<file path="src/hdl/imc_pkg.sv">
// Purpose: shared constants for the input mode control block
// Assumes: one mainframe unit with fifteen input card slots
// Notes: all offsets are byte addresses on a 32-bit APB bus
`default_nettype none
package imc_pkg;
  // geometry
  localparam int NSLOT = 15;
  localparam int DW = 12;
  localparam int SLOT_W = 4;
  localparam int UNIT_W = 4;
  localparam logic [3:0] SLOT_LAST = 4'he;
  // register byte offsets
  localparam logic [7:0] OFF_CTRL = 8'h00;
  localparam logic [7:0] OFF_ADDR = 8'h04;
  localparam logic [7:0] OFF_RET = 8'h08;
  localparam logic [7:0] OFF_STAT = 8'h0c;
  // control word fields
  localparam int CTRL_IEN_BIT = 8;
  localparam int CTRL_ISL_BIT = 7;
  localparam int CTRL_TME_BIT = 4;
  localparam int CTRL_UNIT_LSB = 0;
  // address word fields
  localparam int ADDR_SLOT_LSB = 12;
  localparam int ADDR_GATE_BIT = 16;
  // return data fields
  localparam int RET_IRQ_BIT = 15;
  // status fields
  localparam int STAT_FLAG_BIT = 15;
  localparam int STAT_CTF_BIT = 16;
  localparam int STAT_HS_BIT = 17;
  // reset values
  localparam logic [15:0] CTRL_RST = 16'h0000;
  localparam logic [3:0] SLOT_RST = 4'h0;
  // unit number answered by this mainframe
  localparam logic [3:0] UNIT_ID = 4'h0;
  // handshake flag delay
  localparam int HS_DELAY_US = 40;
  localparam int CLK_MHZ = 10;
  localparam logic [8:0] HS_COUNT = 9'(HS_DELAY_US * CLK_MHZ);
  // handshake generator states
  typedef enum logic [0:0] {
    HS_RDY = 1'b0,
    HS_BUSY = 1'b1
  } hs_state_t;
endpackage
`default_nettype wire

</file>
<file path="src/hdl/input_mode_control.sv">
// Purpose: input mode control of a card mainframe, host reached over APB
// Assumes: cards and external devices outside the 10 MHz clock domain
// Notes: per-slot input card gate/flag logic is included here
//
// Our own choices: the APB register port and the address map.
`timescale 1ns/100ps
`default_nettype none
module input_mode_control (
  input wire logic CLK_SYS,
  input wire logic SYS_RST,
  input wire logic PSEL,
  input wire logic PENABLE,
  input wire logic PWRITE,
  input wire logic [7:0] PADDR,
  input wire logic [31:0] PWDATA,
  output logic [31:0] PRDATA,
  output logic PREADY,
  output logic PSLVERR,
  input wire logic [179:0] DEV_DATA,
  input wire logic [14:0] DEV_FLAG,
  input wire logic [14:0] STORE_JMP,
  input wire logic [14:0] ARM_JMP,
  output logic [14:0] DEV_GATE,
  output logic HOST_FLAG,
  output logic [15:0] RET_DATA
);

  // bus and mode state
  logic [15:0] ctrl_r;
  logic [3:0] slot_r;
  logic ien_q_r;
  logic [31:0] rdata_r;
  logic slverr_r;
  logic wr_en;
  logic ctrl_wr;
  logic addr_wr;
  logic gate_pulse;
  logic [3:0] gate_slot;
  logic input_select_mode;
  logic interrupt_search_enable;
  logic timed_flag_mode;
  logic unit_sel;
  logic ien_rise;

  // synchronisers
  logic [14:0] flag_s1_r;
  logic [14:0] flag_s2_r;
  logic [14:0] flag_s3_r;
  logic [179:0] data_s1_r;
  logic [179:0] data_s2_r;
  logic [14:0] store_s1_r;
  logic [14:0] store_s2_r;
  logic [14:0] arm_s1_r;
  logic [14:0] arm_s2_r;
  logic [14:0] flag_fall;

  // card state
  logic [14:0] active_r;
  logic [14:0] dev_gate_r;
  logic [14:0] rdy_r;
  logic [11:0] card_data_r [imc_pkg::NSLOT];
  logic [14:0] common_timing_flag;
  logic ctf_or;
  logic [15:0] ret_r;
  logic [15:0] ret_nxt;

  // handshake generator
  imc_pkg::hs_state_t hs_state_r;
  logic [8:0] hs_cnt_r;
  logic [8:0] hs_age_r;

  assign wr_en = PSEL & PENABLE & PWRITE;
  assign ctrl_wr = wr_en & (PADDR == imc_pkg::OFF_CTRL);
  assign addr_wr = wr_en & (PADDR == imc_pkg::OFF_ADDR);
  assign gate_pulse = addr_wr & PWDATA[imc_pkg::ADDR_GATE_BIT];
  // low twelve bits of an address word carry nothing
  assign gate_slot = PWDATA[imc_pkg::ADDR_SLOT_LSB +: imc_pkg::SLOT_W];

  assign input_select_mode = ctrl_r[imc_pkg::CTRL_ISL_BIT];
  assign interrupt_search_enable = ctrl_r[imc_pkg::CTRL_IEN_BIT];
  assign timed_flag_mode = ctrl_r[imc_pkg::CTRL_TME_BIT];
  // one unit of sixteen; 16 x 15 slots give the 240-card search space
  assign unit_sel = ctrl_r[imc_pkg::CTRL_UNIT_LSB +: imc_pkg::UNIT_W]
                    == imc_pkg::UNIT_ID;
  assign ien_rise = interrupt_search_enable & ~ien_q_r;

  // control word: mode bits and unit kept until the next one
  always_ff @(posedge CLK_SYS) begin
    if (SYS_RST) begin
      ctrl_r <= imc_pkg::CTRL_RST;
    end else if (ctrl_wr) begin
      ctrl_r <= PWDATA[15:0];
    end
  end

  always_ff @(posedge CLK_SYS) begin
    if (SYS_RST) begin
      slot_r <= imc_pkg::SLOT_RST;
    end else if (addr_wr) begin
      slot_r <= gate_slot;
    end
  end

  always_ff @(posedge CLK_SYS) begin
    if (SYS_RST) begin
      ien_q_r <= 1'b0;
    end else begin
      ien_q_r <= interrupt_search_enable;
    end
  end

  // apb read data and error captured in the setup cycle
  always_ff @(posedge CLK_SYS) begin
    if (SYS_RST) begin
      rdata_r <= 32'h0;
      slverr_r <= 1'b0;
    end else if (PSEL & ~PENABLE) begin
      slverr_r <= 1'b0;
      case (PADDR)
        imc_pkg::OFF_CTRL: rdata_r <= {16'h0, ctrl_r};
        imc_pkg::OFF_ADDR: rdata_r <= {16'h0, slot_r, 12'h0};
        imc_pkg::OFF_RET: rdata_r <= {16'h0, ret_r};
        imc_pkg::OFF_STAT: begin
          rdata_r <= {14'h0, hs_state_r == imc_pkg::HS_BUSY, ctf_or,
                      HOST_FLAG, active_r};
        end
        default: begin
          rdata_r <= 32'h0;
          slverr_r <= 1'b1;
        end
      endcase
    end
  end

  assign PRDATA = rdata_r;
  assign PREADY = 1'b1;
  assign PSLVERR = slverr_r & PSEL & PENABLE;

  // pins from cards and devices cross in through two flops
  always_ff @(posedge CLK_SYS) begin
    if (SYS_RST) begin
      flag_s1_r <= 15'h0;
      flag_s2_r <= 15'h0;
      flag_s3_r <= 15'h0;
      data_s1_r <= 180'h0;
      data_s2_r <= 180'h0;
      store_s1_r <= 15'h0;
      store_s2_r <= 15'h0;
      arm_s1_r <= 15'h0;
      arm_s2_r <= 15'h0;
    end else begin
      flag_s1_r <= DEV_FLAG;
      flag_s2_r <= flag_s1_r;
      flag_s3_r <= flag_s2_r;
      data_s1_r <= DEV_DATA;
      data_s2_r <= data_s1_r;
      store_s1_r <= STORE_JMP;
      store_s2_r <= store_s1_r;
      arm_s1_r <= ARM_JMP;
      arm_s2_r <= arm_s1_r;
    end
  end

  // device flag going ready is its trailing edge
  assign flag_fall = flag_s3_r & ~flag_s2_r;

  genvar gi;
  generate
    for (gi = 0; gi < imc_pkg::NSLOT; gi = gi + 1) begin : g_card
      logic hit_gate;
      logic act_set;
      logic act_clr;
      logic ctf_en;

      assign hit_gate = gate_pulse & unit_sel & (gate_slot == 4'(gi));
      // select activation, or arming by interrupt-enable via jumper
      assign act_set = (hit_gate & input_select_mode)
                       | (ien_rise & arm_s2_r[gi]);
      assign act_clr = hit_gate & ~input_select_mode;

      // activation survives input-select dropping later
      always_ff @(posedge CLK_SYS) begin
        if (SYS_RST) begin
          active_r[gi] <= 1'b0;
        end else if (act_set) begin
          active_r[gi] <= 1'b1;
        end else if (act_clr) begin
          active_r[gi] <= 1'b0;
        end
      end

      // device gate starts a transfer, ends when the device is ready
      always_ff @(posedge CLK_SYS) begin
        if (SYS_RST) begin
          dev_gate_r[gi] <= 1'b0;
        end else if (act_set) begin
          dev_gate_r[gi] <= 1'b1;
        end else if (act_clr | flag_fall[gi]) begin
          dev_gate_r[gi] <= 1'b0;
        end
      end

      // ready flag: device edge wins over the clear
      always_ff @(posedge CLK_SYS) begin
        if (SYS_RST) begin
          rdy_r[gi] <= 1'b0;
        end else if (flag_fall[gi] & active_r[gi]) begin
          rdy_r[gi] <= 1'b1;
        end else if (act_clr | act_set) begin
          rdy_r[gi] <= 1'b0;
        end
      end

      always_ff @(posedge CLK_SYS) begin
        if (SYS_RST) begin
          card_data_r[gi] <= 12'h0;
        end else if (~store_s2_r[gi] | flag_fall[gi]) begin
          card_data_r[gi] <= data_s2_r[gi*imc_pkg::DW +: imc_pkg::DW];
        end
      end

      // search: all active cards; dedicated: the addressed card only
      assign ctf_en = active_r[gi] & timed_flag_mode & (interrupt_search_enable
                      | (input_select_mode & (slot_r == 4'(gi))));
      assign common_timing_flag[gi] = ctf_en & rdy_r[gi];

      chk_gate_activates: assert property (@(posedge CLK_SYS)
        disable iff (SYS_RST)
        (hit_gate && input_select_mode) |=> (active_r[gi] && dev_gate_r[gi] && DEV_GATE[gi]))
        else $error("addressed gate in select mode did not activate");

      chk_deactivate_card: assert property (@(posedge CLK_SYS)
        disable iff (SYS_RST)
        (act_clr && !act_set) |=> (!active_r[gi] && !DEV_GATE[gi]))
        else $error("gate with select off did not deactivate");

      chk_inactive_no_ready: assert property (@(posedge CLK_SYS)
        disable iff (SYS_RST)
        (!active_r[gi] && !rdy_r[gi]) |=> !rdy_r[gi])
        else $error("inactive card signalled data ready");

      chk_arm_on_enable: assert property (@(posedge CLK_SYS)
        disable iff (SYS_RST)
        (interrupt_search_enable && !ien_q_r && arm_s2_r[gi]) |=> active_r[gi])
        else $error("jumpered card not armed by interrupt enable");

      chk_storage_hold: assert property (@(posedge CLK_SYS)
        disable iff (SYS_RST)
        (store_s2_r[gi] && !flag_fall[gi]) |=> $stable(card_data_r[gi]))
        else $error("stored data changed without device flag edge");

      chk_return_route: assert property (@(posedge CLK_SYS)
        disable iff (SYS_RST)
        (input_select_mode && unit_sel && slot_r == 4'(gi)) |=>
          (RET_DATA[11:0] == $past(card_data_r[gi]) &&
           RET_DATA[imc_pkg::RET_IRQ_BIT] == $past(rdy_r[gi])))
        else $error("return lines do not carry addressed card");

      chk_search_flag: assert property (@(posedge CLK_SYS)
        disable iff (SYS_RST)
        (interrupt_search_enable && timed_flag_mode && active_r[gi] && rdy_r[gi]) |-> (ctf_or && HOST_FLAG))
        else $error("ready card in search mode did not raise flag");
    end
  endgenerate

  assign DEV_GATE = dev_gate_r;
  assign ctf_or = |common_timing_flag;

  // return data mux, slot 15 reads as zero
  always_comb begin
    ret_nxt = 16'h0;
    if (input_select_mode & unit_sel & (slot_r <= imc_pkg::SLOT_LAST)) begin
      for (int j = 0; j < imc_pkg::NSLOT; j++) begin
        if (slot_r == 4'(j)) begin
          ret_nxt[11:0] = card_data_r[j];
          ret_nxt[imc_pkg::RET_IRQ_BIT] = rdy_r[j];
        end
      end
    end
  end

  always_ff @(posedge CLK_SYS) begin
    if (SYS_RST) begin
      ret_r <= 16'h0;
    end else begin
      ret_r <= ret_nxt;
    end
  end

  assign RET_DATA = ret_r;

  // handshake generator: busy from each gate until the delay runs out
  always_ff @(posedge CLK_SYS) begin
    if (SYS_RST) begin
      hs_state_r <= imc_pkg::HS_RDY;
      hs_cnt_r <= 9'h0;
    end else begin
      case (hs_state_r)
        imc_pkg::HS_RDY: begin
          if (gate_pulse) begin
            hs_state_r <= imc_pkg::HS_BUSY;
            hs_cnt_r <= imc_pkg::HS_COUNT - 9'h1;
          end
        end
        imc_pkg::HS_BUSY: begin
          if (gate_pulse) begin
            hs_cnt_r <= imc_pkg::HS_COUNT - 9'h1;
          end else if (hs_cnt_r == 9'h0) begin
            hs_state_r <= imc_pkg::HS_RDY;
          end else begin
            hs_cnt_r <= hs_cnt_r - 9'h1;
          end
        end
        default: begin
          hs_state_r <= imc_pkg::HS_RDY;
          hs_cnt_r <= 9'h0;
        end
      endcase
    end
  end

  // flag source: card timing flags or the handshake generator
  assign HOST_FLAG = timed_flag_mode ? ctf_or
                         : (hs_state_r == imc_pkg::HS_RDY);

  // cycles since the last gate, for checking the handshake delay
  always_ff @(posedge CLK_SYS) begin
    if (SYS_RST) begin
      hs_age_r <= 9'h0;
    end else if (gate_pulse) begin
      hs_age_r <= 9'h1;
    end else if (hs_age_r != 9'h1ff) begin
      hs_age_r <= hs_age_r + 9'h1;
    end
  end

  chk_handshake_delay: assert property (@(posedge CLK_SYS)
    disable iff (SYS_RST)
    (hs_state_r == imc_pkg::HS_BUSY) ##1 (hs_state_r == imc_pkg::HS_RDY)
      |-> ($past(hs_age_r) == imc_pkg::HS_COUNT))
    else $error("handshake ready not 400 cycles after gate");

  chk_handshake_busy: assert property (@(posedge CLK_SYS)
    disable iff (SYS_RST)
    (gate_pulse && !timed_flag_mode && !ctrl_wr) |=> !HOST_FLAG [*8])
    else $error("handshake flag not busy after gate");

  chk_flag_source: assert property (@(posedge CLK_SYS)
    disable iff (SYS_RST)
    timed_flag_mode |-> (HOST_FLAG == ctf_or))
    else $error("timed flag mode not steering host flag");

  chk_mode_store: assert property (@(posedge CLK_SYS)
    disable iff (SYS_RST)
    ctrl_wr ##1 !ctrl_wr |-> ctrl_r == $past(PWDATA[15:0]))
    else $error("control word not kept until next one");

  chk_slot_decode: assert property (@(posedge CLK_SYS)
    disable iff (SYS_RST)
    addr_wr |=> (slot_r == $past(PWDATA[15:12])))
    else $error("slot not taken from address bits 15-12");

  chk_no_unit_no_data: assert property (@(posedge CLK_SYS)
    disable iff (SYS_RST)
    (!input_select_mode || !unit_sel) |=> (RET_DATA == 16'h0))
    else $error("return data driven outside select mode");

endmodule // input_mode_control
`default_nettype wire

</file>
<file path="config.mk">
export PLATFORM = sky130hd
export DESIGN_NAME = input_mode_control
export DESIGN_NICKNAME = d
export VERILOG_FILES = /design/src/hdl/imc_pkg.sv /design/src/hdl/input_mode_control.sv
export SDC_FILE = /design/constraint.sdc
export NUM_CORES = 1
export LEC_CHECK = 0
export BUFFER_PORTS_ARGS = -buffer_cell sky130_fd_sc_hd__buf_2
export CAP_MARGIN = 20
export CORE_MARGIN = 8
export CORE_UTILIZATION = 53
export CTS_CLUSTER_SIZE = 24
export DETAILED_ROUTE_END_ITERATION = 7
export GPL_ROUTABILITY_DRIVEN = 1
export PLACE_DENSITY = 0.74
export SLEW_MARGIN = 25
export SYNTH_ARGS = -nofsm -noshare
export SYNTH_HDL_FRONTEND = slang
export SYNTH_SLANG_ARGS = --single-unit
</file>
<file path="constraint.sdc">
create_clock -name CLK_SYS -period 2 [get_ports CLK_SYS]
set_input_delay 0.1 -clock CLK_SYS [delete_from_list [all_inputs] [get_ports CLK_SYS]]
set_output_delay 0.1 -clock CLK_SYS [all_outputs]
set_load 0.02 [all_outputs]
</file>
==> results.json <==
{
  "status": "complete, but fails checks",
  "violations": "design-rule violations, negative setup slack",
  "die_h_um": 237,
  "cts.sinks": 753,
  "grt_overflow": 0,
  "finalSetupTns_ns": -0.679,
  "worstPathArrival_ns": 2.34,
  "synthXorXnorAreaFrac": 0.00169,
  "dpl.hpwl_um": 47200,
  "firstDrtPassIters": 8,
  "min_path_type": "in -> reg",
  "vias": 18000,
  "regArea_um2": 16900,
  "syn_inst": 2217,
  "cap_violations": 0,
  "wl_per_cell_um": 20.7,
  "finalWeightedCongestion": 0.915,
  "dpl-instance-area_um2": 28300,
  "synth_top_cells_by_area": "dfxtp_1 44%, edfxtp_1 21%, nor2b_1 11%",
  "grt_pass1_wl_um": 107000,
  "crit_path_start_kind": "register",
  "relSlewSlack": 0.253,
  "fin_crit_ns": 2.44,
  "core_area_um2": 48600,
  "max_freq_ghz": 0.410,
  "nNetsFinal": 3064,
  "fin_skew_ns": 0.0263,
  "ys_types": 65,
  "ys.flop_type": "dfxtp_1",
  "start_util": 0.534,
  "cts.clk_slew.worst_paths_ns": 0.06,
  "clock_latency_ns": 0.62,
  "cts_buffer_depth": 3,
  "pin_count": 336,
  "grt_pass1_vias": 18600,
  "cts_root_buf": "clkbuf_16",
  "power.density_nw_per_um2": 959,
  "dieArea_um2": 56400,
  "portBuffers": 302,
  "worstSetupEndpointType": "primary output",
  "finalHoldViolations": 0,
  "area_delta_synth_final_pct": 29.8,
  "fin_ws_ns": -0.437,
  "slew_viol_final": 0,
  "rsz0062_at_grt": "true",
  "synth_mux_area_frac": 0.0301,
  "synth_adder_area_share": 0.000482,
  "grt_max_degree": 229,
  "antenna_found_initial": 9,
  "nFillCells": 3340,
  "power_leakage_nw": 13.7,
  "final_util": 0.694,
  "whs_ns": 0.0598,
  "h-tree-depth": 3,
  "peakVddDrop_mv": 0.686,
  "ys_warn_count": 0,
  "crit_required_ns": 1.90,
  "period_share": 1.22,
  "final_cells": 3485,
  "synth_most_common_cell": "dfxtp_1",
  "regToRegSetupSlack_ns": -0.14,
  "drive_above_1_share": 0.213,
  "ys_seq_area_frac": 0.649,
  "drt-initial-drc-count": 1208,
  "synth_top_family_by_area": "simple AND/OR/NAND/NOR gates",
  "cts_buffers": 75,
  "synth_edf_count": 180,
  "synth_top_area_frac": 0.441,
  "crit_type": "reg -> out",
  "tightest_slew_ns": 1.12,
  "crit_fanout": 6,
  "viasPerCell": 5.17,
  "design_area_um2": 33700,
  "cts_tree": "done",
  "ys_ff_latch": 753,
  "placementRows": 81,
  "yosys.area_share.simple": 0.212,
  "synth_area_um2": 26000,
  "grt_use_total": 0.246,
  "multi_input_area_um2": 8620,
  "synth_compound_area_frac": 0.0782,
  "setup_viol": 4,
  "async_flop_share": 0,
  "die_w_um": 237,
  "wirelength_um": 72200,
  "ant_nets": 0,
  "route.detailed.drc": 1,
  "yosysTopAreaCell": "dfxtp_1",
  "avgSynthCellArea_um2": 11.7,
  "place_inst": 3079,
  "synth.cells.most_frequent": "573 x dfxtp_1, 476 x nor2b_1, 191 x and2_1, 180 x edfxtp_1, 115 x clkbuf_1"
}
## routing by layer
layer	part of all wire	track usage	vias up	wire length, um
met2	0.49	0.424	629	35300
met3	0.062	0.0529	161	4480
met5	0	0.00173	-	0
met1	0.41	0.295	8589	29600
met4	0.039	0.109	0	2780
li1	-	-	8645	-
## through the flow
stage               setup WS [ns]  total power [W]
floorplan                   0.188           0.0173
global placement           -0.128           0.0179
detailed placement         -0.120           0.0179
CTS                        -0.451           0.0324
global route               -0.519           0.0333
finish                     -0.437           0.0324
## layout make-up
type	count	share of cell area
timing repair buffer	639	0.143
sequential	753	0.500
clock buffer	112	0.0686
multi-input combinational	1315	0.256
antenna	10	0.000742
tap	622	0.0231
clock inverter	25	0.00760
inverter	9	0.00100
## worst paths after layout
check	from	to	cells past startpoint
worst max-delay path	slot_r[1]$_SDFFE_PP0P_	HOST_FLAG	9
worst min-delay path	PSEL	PRDATA[17]$_SDFFE_PP0P_	4
worst max register to register	slot_r[1]$_SDFFE_PP0P_	RET_DATA[2]$_SDFF_PP0_	6
worst min register to register	data_s1_r[62]$_SDFF_PP0_	data_s2_r[62]$_SDFF_PP0_	1
## state kept, by name, summed over array words and instances (netlist names), 13 cells and up
register,count
store_s2_r,15
data_s1_r,180
arm_s2_r,15
arm_s1_r,15
data_s2_r,180
active_r,15
store_s1_r,15
rdy_r,15
PRDATA,18
RET_DATA,13
card_data_r,180
DEV_GATE,15
flag_s3_r,15
ctrl_r,16
flag_s1_r,15
flag_s2_r,15
## placed cells by master (no fill, tap or decap), drive strengths merged, types with 13 or more instances in the layout
cell / Yosys / layout
a21oi: 93 / 93
a222oi: 14 / 14
a22o: 25 / 25
a22oi: 34 / 34
a31oi: 17 / 17
and2: 193 / 193
buf: 41 / 387
clkbuf: 115 / 115
clkinv: 0 / 15
conb: 2 / 18
dfxtp: 573 / 573
dlygate4sd3: 0 / 247
edfxtp: 180 / 180
inv: 9 / 13
mux2: 26 / 26
mux2i: 49 / 49
nand2: 55 / 55
nand2b: 22 / 22
nand3: 37 / 37
nand3b: 14 / 14
nand4: 15 / 15
nor2: 50 / 50
nor2b: 476 / 476
o211ai: 15 / 15
o21ai: 28 / 28
o22ai: 13 / 13
or2: 27 / 27
## power by group
group	leakage [nW]	switching (W)	internal (W)
Clock	1.27	0.00580	0.00856
Sequential	6.85	0.000214	0.0162
Combinational	5.58	0.000748	0.000869
## worst max-delay path: stages, from the launching register on
cell and delay (ns):
dfxtp_4 0.38, buf_6 0.13, buf_6 0.11, and4b_1 0.20, nand3_2 0.08, nand4_1 0.11, o41ai_2 0.23, buf_4 0.20
a31oi_4 0.11, buf_6 0.16
## timing repair
action / 4_1_cts / 5_1_grt
setup buffers: 3 / 4
setup endpoints to repair: 5 / 56
hold buffers: 249 / 0
gates resized for setup: 25 / 38
hold endpoints to repair: 279 / 0
cloned: 0 / 3
pin swaps: 5 / 18
## cells by family (layout without fill, tap and decap cells)
kind of cell	Yosys count	count (layout)
adders and majority gates	1	1
muxes	75	75
DFF	753	753
AOI/OAI and AO/OA	296	296
xor gates and xnor gates	5	5
and+or+nand+nor	920	920
buffers and inverters	165	785
other	2	28
Note: power is estimated with default switching activity, not from simulation.
